===== src/hdl/gpc_pkg.sv =====
/*
 * Shared constants of the GPIO port with change notification:
 * register offsets, widths, reset values, field positions and settle counts.
 * Assumes a 32-bit APB register bus with byte addresses on paddr.
 */
package gpc_pkg;

    // ==========================================================
    // Bus geometry
    localparam int GPC_DATA_W = 32;
    localparam int GPC_ADDR_W = 8;
    localparam int GPC_HALF_W = 16;

    // ==========================================================
    // Register byte offsets
    localparam logic [GPC_ADDR_W-1:0] OFS_PIN_DIRECTION = 8'h00;
    localparam logic [GPC_ADDR_W-1:0] OFS_OUTPUT_LATCH = 8'h04;
    localparam logic [GPC_ADDR_W-1:0] OFS_PIN_LEVEL = 8'h08;
    localparam logic [GPC_ADDR_W-1:0] OFS_OPEN_DRAIN = 8'h0c;
    localparam logic [GPC_ADDR_W-1:0] OFS_ANALOG_CFG = 8'h10;
    localparam logic [GPC_ADDR_W-1:0] OFS_CN_ENABLE_LO = 8'h14;
    localparam logic [GPC_ADDR_W-1:0] OFS_CN_ENABLE_HI = 8'h18;
    localparam logic [GPC_ADDR_W-1:0] OFS_PULLUP_LO = 8'h1c;
    localparam logic [GPC_ADDR_W-1:0] OFS_PULLUP_HI = 8'h20;
    localparam logic [GPC_ADDR_W-1:0] OFS_CN_STATUS = 8'h24;

    // ==========================================================
    // Sizes and defaults
    localparam int GPC_PINS_MAX = 16;
    localparam int GPC_CN_MAX = 31;
    localparam logic [GPC_HALF_W-1:0] GPC_IMPL_DFLT = 16'hffff;
    localparam logic [GPC_HALF_W-1:0] GPC_ANCAP_DFLT = 16'h003f;

    // ==========================================================
    // Reset values
    localparam logic [GPC_HALF_W-1:0] DIR_RST = 16'hffff;
    localparam logic [GPC_HALF_W-1:0] LATCH_RST = 16'h0000;
    localparam logic [GPC_HALF_W-1:0] ODC_RST = 16'h0000;
    localparam logic [GPC_HALF_W-1:0] ANCFG_RST = 16'h0000;
    localparam logic [GPC_HALF_W-1:0] CNEN_RST = 16'h0000;
    localparam logic [GPC_HALF_W-1:0] CNPU_RST = 16'h0000;

    // ==========================================================
    // Status fields and timing
    localparam int CN_PEND_BIT = 0;
    localparam logic [2:0] CN_SETTLE_CYC = 3'h5;

endpackage


===== src/hdl/gpc_cn_if.sv =====
/*
 * Link between the port core and the change-notify detector.
 * Assumes both ends run on the same pclk.
 */
`timescale 1ns/1ps
`default_nettype none

interface gpc_cn_if #(parameter int N = 31);
    logic [N-1:0] raw;
    logic [N-1:0] enable;
    logic clear;
    logic pending;
    logic wake;
    logic [N-1:0] level;

    // ==========================================================
    // Port core side
    modport ctrl (output raw, output enable, output clear,
                  input pending, input wake, input level);
    // Detector side
    modport det (input raw, input enable, input clear,
                 output pending, output wake, output level);
endinterface

`default_nettype wire


===== src/hdl/gpc_cn_detect.sv =====
/*
 * Change-notify detector: synchronises the notify inputs, compares each
 * with its last recorded level and keeps one sticky pending flag.
 * Assumes raw inputs are asynchronous pins and clear is a pclk pulse.
 */
`timescale 1ns/1ps
`default_nettype none

module gpc_cn_detect #(
    parameter int N = 31
) (
    // Clock and reset
    input wire logic pclk,
    input wire logic presetn,
    // Link to the port core
    gpc_cn_if.det cn
);
    import gpc_pkg::*;

    // ==========================================================
    // Elaboration checks; enables and pull-ups span only two half words
    generate
        if (N < 1 || N > GPC_CN_MAX)
        begin : g_bad_n
            $error("N out of range");
        end
    endgenerate

    logic [N-1:0] s1_r;
    logic [N-1:0] s2_r;
    logic [N-1:0] s3_r;
    logic [N-1:0] filt_r;
    logic [N-1:0] last_r;
    logic [2:0] settle_r;
    logic pending_r;
    logic settled;
    logic [N-1:0] change;

    // ==========================================================
    // Synchroniser chain; s1 feeds only s2
    always_ff @(posedge pclk or negedge presetn)
    begin
        if (!presetn)
        begin
            s1_r <= '0;
            s2_r <= '0;
            s3_r <= '0;
        end
        else
        begin
            s1_r <= cn.raw;
            s2_r <= s1_r;
            s3_r <= s2_r;
        end
    end

    // Filtered level moves only where stages two and three agree
    genvar g;
    generate
        for (g = 0; g < N; g++)
        begin : g_filt
            always_ff @(posedge pclk or negedge presetn)
            begin
                if (!presetn)
                    filt_r[g] <= 1'b0;
                else if (s2_r[g] == s3_r[g])
                    filt_r[g] <= s3_r[g];
            end
        end
    endgenerate

    // Last recorded level, one cycle behind the filtered one
    always_ff @(posedge pclk or negedge presetn)
    begin
        if (!presetn)
            last_r <= '0;
        else
            last_r <= filt_r;
    end

    // Settle counter hides the fill of the chain after reset
    always_ff @(posedge pclk or negedge presetn)
    begin
        if (!presetn)
            settle_r <= '0;
        else if (!settled)
            settle_r <= settle_r + 3'h1;
    end
    assign settled = (settle_r == CN_SETTLE_CYC);

    // Only enabled inputs may compare
    assign change = cn.enable & (filt_r ^ last_r) & {N{settled}};

    // Sticky flag; a new change beats a clear in the same cycle
    always_ff @(posedge pclk or negedge presetn)
    begin
        if (!presetn)
            pending_r <= 1'b0;
        else if (|change)
            pending_r <= 1'b1;
        else if (cn.clear)
            pending_r <= 1'b0;
    end

    // Clockless wake: raw pin against last filtered level, may glitch
    assign cn.wake = |(cn.enable & (cn.raw ^ filt_r));
    assign cn.pending = pending_r;
    assign cn.level = filt_r;
endmodule

`default_nettype wire


===== src/hdl/gpc_port.sv =====
/*
 * GPIO port with per-pin direction, output latch, pin read path,
 * open-drain select, analog configuration, pull-ups and change notify.
 * Assumes an APB master on pclk, asynchronous pins and peripherals whose
 * enable/drive/output signals are on pclk.
 */
// Chosen here: register access over APB and the register addresses.
// Summary of operation
// - Driving peripheral owns pin; level stays readable
// - Idle peripheral leaves pin to port
// - Port output never loops into peripheral
// - Direction one is input, zero output
// - Reset makes every pin an input
// - Latch reads latch, writes latch only
// - Level reads pins, writes go to latch
// - Missing bits disabled and read zero
// - Open-drain bit: drive low, release high
// - Analog config resets zero, pins analog
// - Analog pins read zero on level
// - Analog pin set output still drives
// - Bit operations read pins, not latch
// - Enabled notify change raises interrupt request
// - Change detect works with clocks stopped
// - Per-input notify enables in two registers
// - Per-input pull-up enables in two registers
// - Converter off makes analog pins digital
`timescale 1ns/1ps
`default_nettype none

module gpc_port #(
    parameter int NUM_PINS = gpc_pkg::GPC_PINS_MAX,
    parameter int NUM_CN = gpc_pkg::GPC_CN_MAX,
    parameter logic [gpc_pkg::GPC_HALF_W-1:0] IMPL_MASK = gpc_pkg::GPC_IMPL_DFLT,
    parameter logic [gpc_pkg::GPC_HALF_W-1:0] ANALOG_CAP = gpc_pkg::GPC_ANCAP_DFLT
) (
    // Clock and reset
    input wire logic pclk,
    input wire logic presetn,
    // APB slave
    input wire logic psel,
    input wire logic penable,
    input wire logic pwrite,
    input wire logic [gpc_pkg::GPC_ADDR_W-1:0] paddr,
    input wire logic [gpc_pkg::GPC_DATA_W-1:0] pwdata,
    output logic [gpc_pkg::GPC_DATA_W-1:0] prdata,
    output logic pready,
    output logic pslverr,
    // Port pins
    input wire logic [NUM_PINS-1:0] pin_in,
    output logic [NUM_PINS-1:0] pin_out,
    output logic [NUM_PINS-1:0] pin_oe_n,
    // Shared peripherals
    input wire logic [NUM_PINS-1:0] periph_enable,
    input wire logic [NUM_PINS-1:0] periph_drive,
    input wire logic [NUM_PINS-1:0] periph_out,
    output logic [NUM_PINS-1:0] periph_in,
    // Converter
    input wire logic converter_disable,
    output logic [NUM_PINS-1:0] analog_sel,
    // Change notification
    input wire logic [NUM_CN-1:0] change_notify_input,
    output logic [NUM_CN-1:0] cn_pullup_en,
    output logic cn_irq,
    output logic cn_wake
);
    import gpc_pkg::*;

    localparam logic [NUM_PINS-1:0] IMPL = IMPL_MASK[NUM_PINS-1:0];
    localparam logic [NUM_PINS-1:0] ANCAP = ANALOG_CAP[NUM_PINS-1:0] & IMPL;
    localparam logic [GPC_DATA_W-1:0] CN_MASK = (32'h1 << NUM_CN) - 32'h1;

    // ==========================================================
    // Elaboration checks
    generate
        if (NUM_PINS < 1 || NUM_PINS > GPC_PINS_MAX)
        begin : g_bad_pins
            $error("NUM_PINS out of range");
        end
        if (NUM_CN < 1 || NUM_CN > GPC_CN_MAX)
        begin : g_bad_cn
            $error("NUM_CN out of range");
        end
    endgenerate

    // ==========================================================
    // Declarations
    logic [NUM_PINS-1:0] dir_r;
    logic [NUM_PINS-1:0] latch_r;
    logic [NUM_PINS-1:0] odc_r;
    logic [NUM_PINS-1:0] ancfg_r;
    logic [GPC_HALF_W-1:0] cnen_lo_r;
    logic [GPC_HALF_W-1:0] cnen_hi_r;
    logic [GPC_HALF_W-1:0] cnpu_lo_r;
    logic [GPC_HALF_W-1:0] cnpu_hi_r;
    logic [NUM_PINS-1:0] ps1_r;
    logic [NUM_PINS-1:0] ps2_r;
    logic [NUM_PINS-1:0] ps3_r;
    logic [NUM_PINS-1:0] pfilt_r;
    logic [GPC_DATA_W-1:0] prdata_r;
    logic pslverr_r;
    logic [NUM_PINS-1:0] pin_out_r;
    logic [NUM_PINS-1:0] pin_oe_n_r;
    logic [NUM_PINS-1:0] periph_in_r;
    logic [NUM_PINS-1:0] analog_sel_r;
    logic [NUM_PINS-1:0] own_w;
    logic [NUM_PINS-1:0] port_drv_w;
    logic [NUM_PINS-1:0] analog_w;
    logic [NUM_PINS-1:0] level_w;
    logic [NUM_PINS-1:0] oe_n_nxt;
    logic [NUM_PINS-1:0] out_nxt;
    logic [NUM_PINS-1:0] wdata_pins;
    logic [GPC_DATA_W-1:0] cn_en_all;
    logic [GPC_DATA_W-1:0] cn_pu_all;
    logic [GPC_DATA_W-1:0] rd_data;
    logic rd_ok;
    logic wr_acc;
    logic setup;

    gpc_cn_if #(.N(NUM_CN)) cn_bus ();

    // ==========================================================
    // APB strobes: zero wait states, write lands in the access cycle
    assign setup = psel && !penable;
    assign wr_acc = psel && penable && pwrite;
    assign wdata_pins = pwdata[NUM_PINS-1:0];
    assign pready = 1'b1;
    assign prdata = prdata_r;
    assign pslverr = pslverr_r;

    // Direction register; missing bits held at zero
    always_ff @(posedge pclk or negedge presetn)
    begin
        if (!presetn)
            dir_r <= DIR_RST[NUM_PINS-1:0] & IMPL;
        else if (wr_acc && paddr == OFS_PIN_DIRECTION)
            dir_r <= wdata_pins & IMPL;
    end

    // Output latch: written through either the latch or the level offset
    always_ff @(posedge pclk or negedge presetn)
    begin
        if (!presetn)
            latch_r <= LATCH_RST[NUM_PINS-1:0];
        else if (wr_acc && (paddr == OFS_OUTPUT_LATCH || paddr == OFS_PIN_LEVEL))
            latch_r <= wdata_pins & IMPL;
    end

    // Open-drain select
    always_ff @(posedge pclk or negedge presetn)
    begin
        if (!presetn)
            odc_r <= ODC_RST[NUM_PINS-1:0];
        else if (wr_acc && paddr == OFS_OPEN_DRAIN)
            odc_r <= wdata_pins & IMPL;
    end

    // Analog config: zero means analog, only capable pins hold a bit
    always_ff @(posedge pclk or negedge presetn)
    begin
        if (!presetn)
            ancfg_r <= ANCFG_RST[NUM_PINS-1:0];
        else if (wr_acc && paddr == OFS_ANALOG_CFG)
            ancfg_r <= wdata_pins & ANCAP;
    end

    // Change-notify enables, split over two words
    always_ff @(posedge pclk or negedge presetn)
    begin
        if (!presetn)
        begin
            cnen_lo_r <= CNEN_RST;
            cnen_hi_r <= CNEN_RST;
        end
        else if (wr_acc && paddr == OFS_CN_ENABLE_LO)
            cnen_lo_r <= pwdata[GPC_HALF_W-1:0] & CN_MASK[GPC_HALF_W-1:0];
        else if (wr_acc && paddr == OFS_CN_ENABLE_HI)
            cnen_hi_r <= pwdata[GPC_HALF_W-1:0] & CN_MASK[GPC_DATA_W-1:GPC_HALF_W];
    end

    // Weak pull-up enables, split over two words
    always_ff @(posedge pclk or negedge presetn)
    begin
        if (!presetn)
        begin
            cnpu_lo_r <= CNPU_RST;
            cnpu_hi_r <= CNPU_RST;
        end
        else if (wr_acc && paddr == OFS_PULLUP_LO)
            cnpu_lo_r <= pwdata[GPC_HALF_W-1:0] & CN_MASK[GPC_HALF_W-1:0];
        else if (wr_acc && paddr == OFS_PULLUP_HI)
            cnpu_hi_r <= pwdata[GPC_HALF_W-1:0] & CN_MASK[GPC_DATA_W-1:GPC_HALF_W];
    end

    assign cn_en_all = {cnen_hi_r, cnen_lo_r};
    assign cn_pu_all = {cnpu_hi_r, cnpu_lo_r};
    assign cn_pullup_en = cn_pu_all[NUM_CN-1:0];

    // ==========================================================
    // Pin synchroniser: ps1 feeds only ps2
    always_ff @(posedge pclk or negedge presetn)
    begin
        if (!presetn)
        begin
            ps1_r <= '0;
            ps2_r <= '0;
            ps3_r <= '0;
        end
        else
        begin
            ps1_r <= pin_in;
            ps2_r <= ps1_r;
            ps3_r <= ps2_r;
        end
    end

    // Level follows once stages two and three agree
    genvar g;
    generate
        for (g = 0; g < NUM_PINS; g++)
        begin : g_pfilt
            always_ff @(posedge pclk or negedge presetn)
            begin
                if (!presetn)
                    pfilt_r[g] <= 1'b0;
                else if (ps2_r[g] == ps3_r[g])
                    pfilt_r[g] <= ps3_r[g];
            end
        end
    endgenerate

    // ==========================================================
    // Pin ownership and modes
    // Converter off forces capable pins to digital
    assign analog_w = ANCAP & ~ancfg_r & {NUM_PINS{!converter_disable}};
    assign own_w = periph_enable & periph_drive & IMPL;
    // Analog mode does not gate the driver, so output-set analog pins still drive
    assign port_drv_w = ~dir_r & IMPL & ~own_w;
    // Digital input buffer is off on analog pins, so they read low
    assign level_w = pfilt_r & ~analog_w & IMPL;

    // Driver select; open drain only pulls low on port-driven pins, a driving peripheral ignores it
    always_comb
    begin
        out_nxt = own_w & periph_out | ~own_w & latch_r;
        oe_n_nxt = ~(own_w | port_drv_w & ~(odc_r & latch_r));
    end

    // Registered pad and peripheral outputs; missing pins stay released
    always_ff @(posedge pclk or negedge presetn)
    begin
        if (!presetn)
        begin
            pin_out_r <= '0;
            pin_oe_n_r <= '1;
            periph_in_r <= '0;
            analog_sel_r <= '0;
        end
        else
        begin
            pin_out_r <= out_nxt & IMPL;
            pin_oe_n_r <= oe_n_nxt | ~IMPL;
            periph_in_r <= level_w & ~port_drv_w;
            analog_sel_r <= analog_w;
        end
    end

    assign pin_out = pin_out_r;
    assign pin_oe_n = pin_oe_n_r;
    assign periph_in = periph_in_r;
    assign analog_sel = analog_sel_r;

    // ==========================================================
    // Change-notify hookup
    assign cn_bus.raw = change_notify_input;
    assign cn_bus.enable = cn_en_all[NUM_CN-1:0];
    assign cn_bus.clear = wr_acc && paddr == OFS_CN_STATUS && pwdata[CN_PEND_BIT];
    assign cn_irq = cn_bus.pending;
    assign cn_wake = cn_bus.wake;

    gpc_cn_detect #(.N(NUM_CN)) u_cn (
        .pclk(pclk),
        .presetn(presetn),
        .cn(cn_bus)
    );

    // ==========================================================
    // Read mux; bit operations on the level word read pins, not latch
    always_comb
    begin
        rd_data = '0;
        rd_ok = 1'b1;
        case (paddr)
            OFS_PIN_DIRECTION: rd_data = GPC_DATA_W'(dir_r);
            OFS_OUTPUT_LATCH: rd_data = GPC_DATA_W'(latch_r);
            OFS_PIN_LEVEL: rd_data = GPC_DATA_W'(level_w);
            OFS_OPEN_DRAIN: rd_data = GPC_DATA_W'(odc_r);
            OFS_ANALOG_CFG: rd_data = GPC_DATA_W'(ancfg_r);
            OFS_CN_ENABLE_LO: rd_data = GPC_DATA_W'(cnen_lo_r);
            OFS_CN_ENABLE_HI: rd_data = GPC_DATA_W'(cnen_hi_r);
            OFS_PULLUP_LO: rd_data = GPC_DATA_W'(cnpu_lo_r);
            OFS_PULLUP_HI: rd_data = GPC_DATA_W'(cnpu_hi_r);
            OFS_CN_STATUS: rd_data = GPC_DATA_W'(cn_bus.pending);
            default: rd_ok = 1'b0;
        endcase
    end

    // Read data and error captured in setup, shown in the access cycle
    always_ff @(posedge pclk or negedge presetn)
    begin
        if (!presetn)
        begin
            prdata_r <= '0;
            pslverr_r <= 1'b0;
        end
        else if (setup)
        begin
            prdata_r <= pwrite ? '0 : rd_data;
            pslverr_r <= !rd_ok;
        end
    end
endmodule

`default_nettype wire


===== config.mk =====
export PLATFORM = sky130hd
export DESIGN_NAME = gpc_port
export DESIGN_NICKNAME = d
export VERILOG_FILES = /design/src/hdl/gpc_pkg.sv /design/src/hdl/gpc_cn_if.sv /design/src/hdl/gpc_cn_detect.sv /design/src/hdl/gpc_port.sv
export SDC_FILE = /design/constraint.sdc
export NUM_CORES = 1
export LEC_CHECK = 0
export BUFFER_PORTS_ARGS = -buffer_cell sky130_fd_sc_hd__buf_4
export CAP_MARGIN = 20
export CORE_UTILIZATION = 56
export DETAILED_ROUTE_END_ITERATION = 10
export PLACE_DENSITY = 0.77
export SYNTH_ARGS = -nofsm -noshare
export SYNTH_HDL_FRONTEND = slang
export SYNTH_SLANG_ARGS = --single-unit

===== constraint.sdc =====
create_clock -name pclk -period 1.85 [get_ports pclk]
set_input_delay 0.185 -clock pclk [delete_from_list [all_inputs] [get_ports pclk]]
set_output_delay 0.185 -clock pclk [all_outputs]
set_load 0.005 [all_outputs]

======== Word-level counts from Yosys, hierarchy flattened ========
Index checks and enable logic that the tools add are counted.
storage, ports and cells
  memories ................................ 0
  flip-flop bits (word level) ............. 436
  bits in read-only memories .............. 0
  word-level logic and storage cells ...... 182
  latch bits .............................. 0
  memory bits (writable) .................. 0
operators by class
  reduce and logical (&&, ||, !) cells .... 24
  eq/ne operators ......................... 57
  shifts and indexed selects .............. 0
  mux-type cells .......................... 5
  $lt $le $gt $ge ......................... 0
  bitwise gates (word level) .............. 25
  divide/modulo/power cells ............... 0
  $mul .................................... 0
  $add $sub $neg .......................... 1
operators with widths
  cell                                           count
  case mux 16 bit (10 select lines)              1
  AND 16 bit                                     8
  NOT 16 bit                                     6
  AND 31 bit                                     3
  OR reduction 31 bit                            2
  XOR 31 bit                                     2
  == test 1 bit                                  47
  == test 8 x 5 -> 1 bit, second input constant  4
  two-way mux 32 bit                             1
  OR 16 bit                                      2
  AND 6 x 16 -> 16 bit                           1
  == test 8 x 4 -> 1 bit, second input constant  2
  == test 8 x 6 -> 1 bit, second input constant  2
  logical AND 1 bit                              13
  OR reduction 10 bit                            1
  == test 8 x 3 -> 1 bit, second input constant  1
  zero test 8 bit                                1
  NOT 6 bit                                      1
  AND reduction 2 bit                            2
  adder 3 x 1 -> 3 bit, second input constant    1
  == test 3 bit, second input constant           1
  zero test 1 bit                                3
  two-way mux 1 bit                              3
  NOT 1 bit                                      2
  other kinds (2)                                2

======== Longest topological paths before layout ========
Gate-level depths: netlist of run 1.
  word-level depth ........................ 6
  gate-level depth with buffers ........... 9
  mapped depth without buffers ............ 6

======== Cells and area by module ========
From an unflattened synthesis of run 1, not the netlist that was laid out.
second synthesis, totals
  cells, all modules ...................... 1050
  area total of the unflattened synthesis .. 15537.4 sq um
by module, submodules not included
  module         area an instance (sq um)  times used  cells each
  gpc_port       10317.4                   1           747
  gpc_cn_detect  5220.0                    1           303

======== Least setup slack after synthesis of run 1 ========
OpenSTA, ideal clock, no wires.
  kind .................................... input to register
  start point ............................. input paddr[3] (netlist name)
  end point ............................... register latch_r[10]
  stages on the path ...................... 7
  slack ................................... 0.191 ns
  path buffers ............................ 3
  arrival ................................. 1.535 ns
  required time ........................... 1.725 ns
  cell sequence ........................... buf_4 > nor2b_4 > and2_1 > buf_2 > o211ai_4 > buf_4 > mux2_2
on the way
  cells in the longest elaborated chain, start to end .. 3
  elaborated cells between the ends (all ways) .. 4
  classes of those cells .................. eq/ne (2); reduce/logical (2)
ends and longest elaborated chain
  item                                                                     RTL line         source
  from (decl)                                                              gpc_port.sv:43   input wire logic [gpc_pkg::GPC_ADDR_W-1:0] paddr,
  == test 8 x 3 -> 1 bit / == test 8 x 4 -> 1 bit (equally long branches)  gpc_port.sv:144  else if (wr_acc && (paddr == OFS_OUTPUT_LATCH || paddr == OFS_PIN_LEVEL))
  logical OR 1 bit *                                                       gpc_port.sv:144
  logical AND 1 bit *                                                      gpc_port.sv:144
  to (signal assigned)                                                     gpc_port.sv:143  latch_r <= LATCH_RST[NUM_PINS-1:0];
  to (signal assigned)                                                     gpc_port.sv:145  latch_r <= wdata_pins & IMPL;
  to (decl)                                                                gpc_port.sv:88   logic [NUM_PINS-1:0] latch_r;
Mark *: on every way between the ends. The rest lies on a longest branch, timed or not.
A chain may end at the register's enable or synchronous reset.

======== Worst setup path after layout of run 1 ========
  start point ............................. register u_cn.filt_r[5], in the netlist u_cn.cn.level[5]
  end point ............................... output cn_wake
on the way
  cells in the longest elaborated chain, start to end .. 3
ends and longest elaborated chain
  item                               RTL line              source
  from (decl)                        gpc_cn_detect.sv:32   logic [N-1:0] filt_r;
  from (signal, indexed assignment)  gpc_cn_detect.sv:67   filt_r[g] <= s3_r[g];
  XOR 31 bit                         gpc_cn_detect.sv:106  assign cn.wake = |(cn.enable & (cn.raw ^ filt_r));
  AND 31 bit                         gpc_cn_detect.sv:106
  OR reduction 31 bit                gpc_cn_detect.sv:106
  to (decl)                          gpc_port.sv:64        output logic cn_wake
No other way between the ends.

==> results of run 1 <==
-- cell type report --
cell class | count | area [µm²] | share of cell area, %
clock inverter | 15 | 155 | 0.747
multi-input combinational | 629 | 4960 | 23.9
tap | 372 | 465 | 2.24
timing repair buffer | 431 | 3740 | 18.0
sequential | 410 | 10300 | 49.6
clock buffer | 61 | 1140 | 5.49
inverter | 6 | 22.5 | 0.108
-- per-stage QoR --
| step | total power, mW | worst slack, ps | cells |
|---|---|---|---|
| after floorplan | 10.3 | 191 | 1107 |
| final | 19.2 | -557 | 1924 |
| after detailed placement | 11.2 | -35.5 | 1711 |
| after CTS | 19.3 | -523 | 1924 |
| after global placement | 11.1 | -33.5 | 1711 |
| after global routing | 19.9 | -615 | 1924 |
-- cells in the mapped netlist (all sizes together) (8+ instances only) --
master and count:
mux2 136, mux2i 23, a21oi 63, nor2b 13
dfrtp 378, maj3 47, dfstp 32, nor3 8
nand3 9, a22oi 32, nand2 60, nor2 31
buf 54, clkbuf 8, xor2 63, o21ai 45
o22ai 12
-- repair_timing --
| action | 4_1_cts | 5_1_grt |
|---|---|---|
| setup buffers | 1 | 0 |
| hold buffers | 136 | 0 |
| gates resized for setup | 6 | 4 |
| gates cloned | 0 | 0 |
| endpoints found under the setup margin | 2 | 2 |
| pin swaps | 10 | 3 |
| endpoints found under the hold margin | 265 | 0 |
-- path summary, 6_finish.rpt --
kind,from,end,slack [ps],depth (start not counted)
worst max-delay path,u_cn.cn.level[5],cn_wake,-560,6
worst min-delay path,paddr[6],u_cn.cn.pending,110,5
worst max register to register,u_cn.cn.level[28],u_cn.cn.pending,110,6
worst min register to register,u_cn.s1_r[11],u_cn.s2_r[11],340,0
max in group asynchronous,presetn,dir_r[12],870,3
min in group asynchronous,presetn,u_cn.s3_r[2],230,2
-- per-layer routing --
layer	up-vias	share of wire [%]
li1	4651	-
met1	5318	40
met2	465	49
met3	117	7.1
met4	0	3.9
met5	-	0
-- placed cells by master, fill, tap and decap left out, drive strengths merged, types with 3 or more instances in the layout --
| master | Yosys | layout |
|---|---|---|
| dfrtp | 378 | 378 |
| buf | 54 | 295 |
| dlygate4sd3 | 0 | 136 |
| mux2 | 136 | 136 |
| a21oi | 63 | 63 |
| xor2 | 63 | 63 |
| clkbuf | 8 | 61 |
| nand2 | 60 | 60 |
| maj3 | 47 | 47 |
| o21ai | 45 | 45 |
| a22oi | 32 | 32 |
| dfstp | 32 | 32 |
| nor2 | 31 | 31 |
| conb | 2 | 27 |
| mux2i | 23 | 23 |
| nor2b | 13 | 13 |
| o22ai | 12 | 12 |
| clkinv | 0 | 12 |
| nand3 | 9 | 9 |
| nor3 | 8 | 8 |
| inv | 6 | 7 |
| nand4 | 6 | 6 |
| a22o | 6 | 6 |
| a221oi | 6 | 6 |
| and3 | 5 | 5 |
| and2 | 5 | 5 |
| a211oi | 4 | 4 |
| or3 | 3 | 3 |
-- logic make-up (layout without fill, tap and decap cells) --
kind of cell | count (synthesis) | count (layout) | synth area share (%)
DFF | 410 | 410 | 66.1
AOI/OAI and AO/OA | 181 | 181 | 7.18
muxes | 161 | 161 | 12.1
and+or+nand+nor | 148 | 148 | 4.91
buffers and inverters | 68 | 513 | 2.97
xor gates and xnor gates | 63 | 63 | 3.54
adders and majority gates | 49 | 49 | 3.18
other | 2 | 27 | 0.0482
-- registers in the layout, summed over array words and instances (netlist names), 6 cells and up --
register / flops
u_cn.s1_r: 31
ancfg_r: 6
periph_in: 16
u_cn.cn.level: 31
odc_r: 16
analog_sel: 6
u_cn.last_r: 31
cnen_lo_r: 16
pfilt_r: 16
latch_r: 16
cnen_hi_r: 15
pin_out: 16
ps1_r: 16
ps2_r: 16
u_cn.s3_r: 31
prdata: 16
cnpu_hi_r: 15
u_cn.s2_r: 31
pin_oe_n: 16
cnpu_lo_r: 16
dir_r: 16
ps3_r: 16
-- power groups by stage --
stage	registers, mW	clock network, mW	logic, mW
after floorplan	9.76	0	0.550
after global placement	9.80	0	1.33
after detailed placement	9.82	0	1.36
after CTS	9.67	8.07	1.60
after global routing	9.71	8.47	1.76
final	9.67	7.96	1.62
-- worst max-delay path: cells and delay by family, from the launching register on --
kind | cells | cell delay [ps]
simple gates | 2 | 530
flops | 1 | 380
xor+xnor | 1 | 150
buf+inv | 1 | 120
compound gates | 2 | 490
==> impl_metrics.env, run 1 <==
export IMPL_ant_nets=0
export IMPL_cp_start_kind="flip-flop"
export IMPL_fin_ws_ps=-557
export IMPL_fillers=1622
export IMPL_cts_htree_levels=2
export IMPL_antenna_found_initial=0
export IMPL_yosysUniqueCellTypes=57
export IMPL_skew_ps=17.2
export IMPL_syn_area_um2=15600
export IMPL_gr_max_usage_layer="met2"
export IMPL_use_met2_pct=48.0
export IMPL_fin_crit_sh_pct=130
export IMPL_path_cells="xor2_1 -> a22o_1 -> a221oi_2 -> nand4_1 -> or3_4 -> buf_6"
export IMPL_cap_viol_max_count=0
export IMPL_synthTopCellsByArea="dfrtp_1, mux2_2, dfstp_2"
export IMPL_drt_iter0_markers=871
export IMPL_fin_area_um2=20800
export IMPL_ys_ff_latch=410
export IMPL_powerDensity_nw_per_um2=926
export IMPL_met3_usage_pct=6.15
export IMPL_critPathCaptureType="output port"
export IMPL_wirelength_um=40400
export IMPL_hold_class="input pin to flip-flop"
export IMPL_max_vdd_ir_drop_mv=0.741
export IMPL_critical_path_class="flip-flop to output port"
export IMPL_clock_path_buffers=3
export IMPL_p_leak_nw=9.80
export IMPL_fmax_mhz=415
export IMPL_setup_viol=1
export IMPL_grt_pass1_wl_um=63100
export IMPL_initial_core_util_pct=57.5
export IMPL_seqPwrFrac_pct=50.3
export IMPL_power_share_clock_pct=41.3
export IMPL_fp_dieW_um=169
export IMPL_rsz0062_at_grt="yes"
export IMPL_swShare_pct=23.0
export IMPL_top_level_ports=272
export IMPL_yosysSeqAreaShare_pct=66.1
export IMPL_grt_max_degree=67
export IMPL_firstDrtPassIters=6
export IMPL_critPathSlowestCell="or3_4"
export IMPL_internal_power_mw=14.8
export IMPL_relSlewSlack_pct=60.4
export IMPL_status="finished, violations left"
export IMPL_netlist_instances=1082
export IMPL_combPwrFrac_pct=8.4
export IMPL_overflow=0
export IMPL_cts_root_buf="clkbuf_16"
export IMPL_syn_area_per_cell_um2=14.4
export IMPL_async_flop_share_pct=100
export IMPL_drc_errors=0
export IMPL_whs_ps=109
export IMPL_worst_pin_slew_ps=594
export IMPL_gp_congestion=0.894
export IMPL_place_hpwl_um=26800
export IMPL_first_global_vias=11300
export IMPL_n_antenna_cell=0
export IMPL_required_ps=1660
export IMPL_hold_viol_final=0
export IMPL_portBuffers=228
export IMPL_cpPeakStageDelay_ps=400
export IMPL_use_met1_pct=38.3
export IMPL_num_vias=10600
export IMPL_die_y_um=169
export IMPL_numCtsBuffers=41
export IMPL_finish_utilization_pct=76.7
export IMPL_grt_use_total_pct=29.3
export IMPL_wire_per_inst_um=21.0
export IMPL_core_um2=27100
export IMPL_arrival_ps=2220
export IMPL_synth_ff_type="dfrtp_1"
export IMPL_finalSetupTns_ps=-557
export IMPL_worstPathMaxFanout=2
export IMPL_syn_to_final_growth_pct=33.4
export IMPL_ys_warn_count=0
export IMPL_fin_crit_ps=2410
export IMPL_violations="negative setup slack"
export IMPL_cts_sinks=410
export IMPL_die_area_um2=28500
export IMPL_rows=60
export IMPL_drive_above_1_share_pct=34.6
export IMPL_clk_pin_slew_ps=60
export IMPL_nets=1662
export IMPL_post_dp_cell_area_um2=18100
export IMPL_cts_tree="yes"
export IMPL_power_switching_mw=4.42
export IMPL_synth_top_area_share_pct=60.7
export IMPL_synth_edf_count=0
export IMPL_vias_per_cell=5.48
export IMPL_synth_top_cell_by_area="dfrtp_1"
export IMPL_slew_viol_final=0
export IMPL_insertion_delay_ps=540
Note: power is estimated with default switching activity, not from simulation.
==> run 2: changes to the inputs <==
--- a/config.mk
+++ b/config.mk
@@ -12,4 +12,5 @@
 export PLACE_DENSITY = 0.77
 export SYNTH_ARGS = -nofsm -noshare
 export SYNTH_HDL_FRONTEND = slang
+export SYNTH_HIERARCHICAL = 1
 export SYNTH_SLANG_ARGS = --single-unit
==> run 2 against run 1 <==
Net effect: total power grew 4.3%; core utilization increased by 0.88 points; global-route usage rose by 1.5 points; clock skew decreased by 7.4 ps; clock-buffer cell count decreased by 2; first-iteration DRC count up 10%; the run still ends with negative setup slack left; largest power group unchanged; setup slack worse by 3.3 ps; sequential power hardly changed; flip-flop and latch count is the same; highest routed layer unchanged; clock power rose by 10%; maximum frequency decreased by 0.14%.
==> impl_metrics.env, run 2 <==
export IMPL_worst_pin_slew_ps=609
export IMPL_netlist_instances=1050
export IMPL_synth_top_area_share_pct=60.9
export IMPL_nets=1649
export IMPL_numCtsBuffers=42
export IMPL_cts_htree_levels=2
export IMPL_whs_ps=156
export IMPL_cts_sinks=410
export IMPL_wirelength_um=42700
export IMPL_antenna_found_initial=0
export IMPL_slew_viol_final=0
export IMPL_fin_crit_sh_pct=130
export IMPL_syn_area_per_cell_um2=14.8
export IMPL_final_common_cell="dfrtp_1"
export IMPL_p_leak_nw=9.91
export IMPL_required_ps=1660
export IMPL_hold_viol_final=0
export IMPL_top_level_ports=272
export IMPL_overflow=0
export IMPL_portBuffers=228
export IMPL_relSlewSlack_pct=59.4
export IMPL_rr_endpoint="u_cn/cn.pending"
export IMPL_gp_congestion=0.906
export IMPL_fmax_mhz=415
export IMPL_first_global_vias=11500
export IMPL_insertion_delay_ps=530
export IMPL_critPathCaptureType="output port"
export IMPL_synth_ff_type="dfrtp_1"
export IMPL_synth_most_common_cell="dfrtp_1"
export IMPL_reg2reg_depth=6
export IMPL_fillers=1568
export IMPL_rsz0062_at_grt="yes"
export IMPL_die_y_um=169
export IMPL_initial_core_util_pct=57.3
export IMPL_fin_area_um2=21000
export IMPL_critical_path_top_delay_family="simple AND/OR/NAND/NOR gates"
export IMPL_async_flop_share_pct=100
export IMPL_powerDensity_nw_per_um2=955
export IMPL_hold_class="input pin to asynchronous set/reset pin"
export IMPL_critPathBufInv=1
export IMPL_syn_to_final_growth_pct=35.3
export IMPL_r2r_slack_ps=20
export IMPL_rows=60
export IMPL_synthTopCellsByArea="dfrtp_1, mux2_2, dfstp_2"
export IMPL_cts_tree="yes"
export IMPL_place_ws_ps=-179
export IMPL_yosysSeqAreaShare_pct=66.3
export IMPL_ys_warn_count=6
export IMPL_worstPathMaxFanout=4
export IMPL_drive_above_1_share_pct=38.1
export IMPL_skew_ps=9.81
export IMPL_yosysUniqueCellTypes=62
export IMPL_fin_ws_ps=-560
export IMPL_max_vdd_ir_drop_mv=0.840
export IMPL_place_hpwl_um=27700
export IMPL_cap_viol_max_count=0
export IMPL_cpPeakStageDelay_ps=420
export IMPL_clk_pin_slew_ps=60
export IMPL_ys_ff_latch=410
export IMPL_register_area_um2=10300
export IMPL_final_cells=1909
export IMPL_die_area_um2=28400
export IMPL_vias_per_cell=5.63
export IMPL_critPathSlowestCell="dfrtp_1"
export IMPL_synth_top_cell_by_area="dfrtp_1"
export IMPL_dp_cells=1702
export IMPL_fin_crit_ps=2410
export IMPL_fp_dieW_um=169
export IMPL_multi_input_area_um2=4950
export IMPL_core_um2=27100
export IMPL_cts_root_buf="clkbuf_16"
export IMPL_total_power_mw=20.1
export IMPL_ant_nets=0
export IMPL_clock_path_buffers=3
export IMPL_n_antenna_cell=0
export IMPL_syn_area_um2=15500
export IMPL_layout_common_cells="dfrtp_1, buf_4, mux2_2"
export IMPL_grt_use_total_pct=30.9
export IMPL_r2r_start="u_cn/cn.level[27]"
export IMPL_path_cells="xor2_1 -> a22o_1 -> a221oi_2 -> nand4_1 -> or3_1 -> buf_4"
export IMPL_drt_iter0_markers=961
export IMPL_grt_pass1_wl_um=66100
export IMPL_post_dp_cell_area_um2=18300
export IMPL_wire_per_inst_um=22.3
export IMPL_status="finished, violations left"
export IMPL_num_vias=10700
export IMPL_synth_edf_count=0
export IMPL_grt_max_degree=73
export IMPL_synth_top_cells_by_count="dfrtp_1, mux2_2, xor2_1, a21oi_1, maj3_1"
export IMPL_violations="negative setup slack"
export IMPL_firstDrtPassIters=8
export IMPL_critical_path_class="flip-flop to output port"
export IMPL_cp_start_kind="flip-flop"
export IMPL_drc_errors=0
export IMPL_arrival_ps=2230
export IMPL_setup_viol=1
-- run 2: changes by cell type in the layout (fill, tap and decap cells not counted), sizes merged, moves of 11 or more --
cell and delta:
nand2 -28, buf +24, a22oi -11, o21ai -31, mux2i -13, nor2 -14
-- run 2: metal layers --
layer | track usage, % | routed length (µm) | up-vias
met2 | 51.4 | 21200 | 447
met4 | 11.7 | 1490 | 0
met1 | 40.4 | 17200 | 5548
li1 | - | - | 4651
met5 | 0 | 0 | -
met3 | 6.31 | 2780 | 97
-- run 2: timing repair --
| item | 4_1_cts | 5_1_grt |
|---|---|---|
| pin swaps | 1 | 1 |
| setup buffers | 0 | 0 |
| setup endpoints to repair | 1 | 2 |
| gates resized for setup | 0 | 1 |
| hold buffers | 131 | 1 |
| endpoints found under the hold margin | 356 | 1 |
-- run 2: power by group --
part           internal (mW)  switching, mW
registers               9.39          0.281
clock network           5.30           3.48
logic                  0.830          0.788
-- run 2: cell type report --
class,instances,area share [%]
multi-input combinational,596,23.5
clock buffer,59,5.79
inverter,5,0.0893
clock inverter,16,1.07
tap,372,2.21
timing repair buffer,451,18.3
sequential,410,49.0
-- run 2: worst reg2reg max path, stage by stage, from the launching register on --
cell      delay, ps
dfrtp_1         390
buf_4           150
xor2_1          150
a222oi_1        580
nand4_1         190
nor3_2          150
o22ai_1          90
-- run 2: how the worst max path moves through the flow --
stage / to / start / depth (start not counted)
after CTS: cn_wake / u_cn/cn.level[27] / 6
after floorplan: prdata[2] / paddr[1] / 6
after global placement: prdata[2] / paddr[1] / 6
after detailed placement: prdata[2] / paddr[1] / 6
final: cn_wake / u_cn/cn.level[11] / 6
after global routing: cn_wake / u_cn/cn.level[11] / 6
-- run 2: cell families after synthesis --
kind of cell	Yosys count	synth area share [%]
XOR/XNOR	63	3.55
adder cells (fa/ha/maj)	49	3.19
multiplexers	160	12.1
flip-flops	410	66.3
other	2	0.0483
AND/OR/NAND/NOR	139	5.17
buffers and inverters	69	2.59
AO/OA/AOI/OAI	158	7.06
-- run 2: metrics by stage --
stage                     TNS (ps)  util (%)
final                         -560      77.6
after global routing          -617      77.6
after CTS                     -555      77.5
after detailed placement     -1380      67.4
after global placement        -400      67.4
after floorplan              -61.2         -
==> run 3: changes to the inputs <==
--- a/config.mk
+++ b/config.mk
@@ -7,9 +7,11 @@
 export LEC_CHECK = 0
 export BUFFER_PORTS_ARGS = -buffer_cell sky130_fd_sc_hd__buf_4
 export CAP_MARGIN = 20
+export CORE_MARGIN = 8
 export CORE_UTILIZATION = 56
 export DETAILED_ROUTE_END_ITERATION = 10
 export PLACE_DENSITY = 0.77
+export SKIP_CTS_REPAIR_TIMING = 1
 export SYNTH_ARGS = -nofsm -noshare
 export SYNTH_HDL_FRONTEND = slang
 export SYNTH_HIERARCHICAL = 1
==> run 3 against run 2 <==
Net effect: the flow finishes with violations (negative hold slack, negative setup slack); critical path depth did not move; sequential power hardly changed; critical path type unchanged; combinational power is essentially flat; clock power fell by 8.1%; sequential share of layout area up 0.54 points; die area up 17%; maximum frequency increased by 1.2%; register-to-register slack better by 120 ps; final cell count down 0.68%; setup slack improved by 28 ps.
==> impl_metrics.env, run 3 (synthesized netlist as in run 2, its figures left out) <==
export IMPL_ant_nets=0
export IMPL_status="finished, violations left"
export IMPL_critical_path_top_delay_family="simple AND/OR/NAND/NOR gates"
export IMPL_p_leak_nw=9.78
export IMPL_fin_ws_ps=-533
export IMPL_clock_path_buffers=3
export IMPL_critPathSlowestCell="dfrtp_1"
export IMPL_die_y_um=183
export IMPL_combPwrFrac_pct=8.3
export IMPL_seqPwrFrac_pct=50.0
export IMPL_fmax_mhz=420
export IMPL_drt_iter0_markers=876
export IMPL_die_area_um2=33300
export IMPL_multi_input_area_um2=4950
export IMPL_worstPathMaxFanout=2
export IMPL_required_ps=1660
export IMPL_cap_viol_max_count=0
export IMPL_skew_ps=16.8
export IMPL_hold_path_end="periph_in[7]"
export IMPL_drc_errors=0
export IMPL_power_switching_mw=4.38
export IMPL_grt_use_total_pct=23.6
export IMPL_portBuffers=228
export IMPL_internal_power_mw=15.0
export IMPL_firstDrtPassIters=5
export IMPL_gp_congestion=0.931
export IMPL_wire_per_inst_um=22.7
export IMPL_cts_tree="yes"
export IMPL_grt_max_degree=74
export IMPL_register_area_um2=10300
export IMPL_layout_common_cells="dfrtp_1, buf_4, mux2_2"
export IMPL_hold_path_depth=3
export IMPL_max_vdd_ir_drop_mv=0.793
export IMPL_core_um2=27600
export IMPL_hold_start="periph_enable[7]"
export IMPL_place_ws_ps=-137
export IMPL_cts_htree_levels=2
export IMPL_clk_pin_slew_ps=60
export IMPL_hold_class="input pin to flip-flop"
export IMPL_critPathBufInv=2
export IMPL_slew_viol_final=0
export IMPL_swShare_pct=22.6
export IMPL_vias_per_cell=5.60
export IMPL_reg2reg_depth=6
export IMPL_drive_above_1_share_pct=37.5
export IMPL_rows=61
export IMPL_critical_path_class="flip-flop to output port"
export IMPL_rr_endpoint="u_cn/cn.pending"
export IMPL_fin_crit_sh_pct=129
export IMPL_n_antenna_cell=0
export IMPL_place_hpwl_um=28900
export IMPL_whs_ps=-51.5
export IMPL_final_common_cell="dfrtp_1"
export IMPL_setup_viol=1
export IMPL_top_level_ports=272
export IMPL_fillers=1662
export IMPL_cts_root_buf="clkbuf_16"
export IMPL_path_cells="xor2_1 -> a222oi_1 -> buf_4 -> nand4_1 -> or3_4 -> buf_6"
export IMPL_cpPeakStageDelay_ps=390
export IMPL_antenna_found_initial=1
export IMPL_r2r_start="u_cn/cn.level[15]"
export IMPL_hold_viol_final=3
export IMPL_insertion_delay_ps=540
export IMPL_dp_cells=1700
export IMPL_arrival_ps=2200
export IMPL_first_global_vias=10600
export IMPL_cts_sinks=410
export IMPL_r2r_slack_ps=140
export IMPL_overflow=0
export IMPL_cp_start_kind="flip-flop"
export IMPL_fp_dieW_um=183
export IMPL_power_share_clock_pct=41.7
export IMPL_violations="negative hold slack, negative setup slack"
export IMPL_num_vias=10600
export IMPL_numCtsBuffers=41
export IMPL_powerDensity_nw_per_um2=931
export IMPL_critPathCaptureType="output port"
export IMPL_initial_core_util_pct=56.4
export IMPL_wirelength_um=43000
export IMPL_final_cells=1896
export IMPL_rsz0062_at_grt="yes"
export IMPL_fin_crit_ps=2380
export IMPL_grt_pass1_wl_um=60700
export IMPL_nets=1632
export IMPL_syn_to_final_growth_pct=33.8
-- run 3: changes by cell type in the layout (fill, tap and decap cells not counted), sizes merged --
cell         before  now
clkinvlp          2    0
clkinv            7    5
bufinv            5    1
dlygate4sd3     132  124
inv               7    6
buf             319  311
clkbuf           59   65
-- run 3: how the worst max path moves through the flow --
stage,start,endpoint,slack [ps],cells after the start
6_report,u_cn/cn.level[27],cn_wake,-530,6
2_1_floorplan,paddr[1],prdata[2],-30,6
3_3_place_gp,paddr[1],prdata[2],-90,6
4_1_cts,u_cn/cn.level[27],cn_wake,-580,6
5_1_grt,u_cn/cn.level[27],cn_wake,-630,6
3_5_place_dp,paddr[1],prdata[2],-140,6
-- run 3: layer usage --
layer	vias up	global-route usage [%]	routed length [µm]
li1	4619	-	-
met1	5394	30.0	16800
met2	481	38.1	21300
met3	120	6.52	3380
met4	2	9.25	1520
met5	-	0	17
-- run 3: layout make-up --
type / count / area share, %
sequential: 410 / 49.5
multi-input combinational: 596 / 23.8
timing repair buffer: 435 / 18.0
clock buffer: 65 / 6.01
tap: 378 / 2.27
clock inverter: 7 / 0.307
inverter: 5 / 0.0903
-- run 3: worst register-to-register path, stage by stage, from the launching register on --
cell and delay, ps:
dfrtp_1 430, xor2_1 170, a22o_1 260, a221oi_1 300, nand4_1 180, nor3_2 160, o22ai_1 90
-- run 3: power groups by stage --
stage / sequential (mW) / combinational [mW] / clock (mW)
detailed placement: 9.82 / 1.37 / 0
finish: 9.67 / 1.60 / 8.07
floorplan: 9.75 / 0.563 / 0
CTS: 9.67 / 1.38 / 8.17
global route: 9.71 / 1.73 / 8.53
global placement: 9.79 / 1.34 / 0
-- run 3: per-stage QoR --
stage	utilization [%]	area, µm²	setup TNS, ps	total power [mW]	hold WS (ps)
global route	75.5	20800	-626	20.0	1.25
floorplan	-	15700	-61.2	10.3	-111
CTS	70.9	19500	-581	19.2	-451
global placement	66.1	18200	-371	11.1	111
detailed placement	66.1	18200	-639	11.2	112
finish	75.5	20800	-533	19.3	-51.5
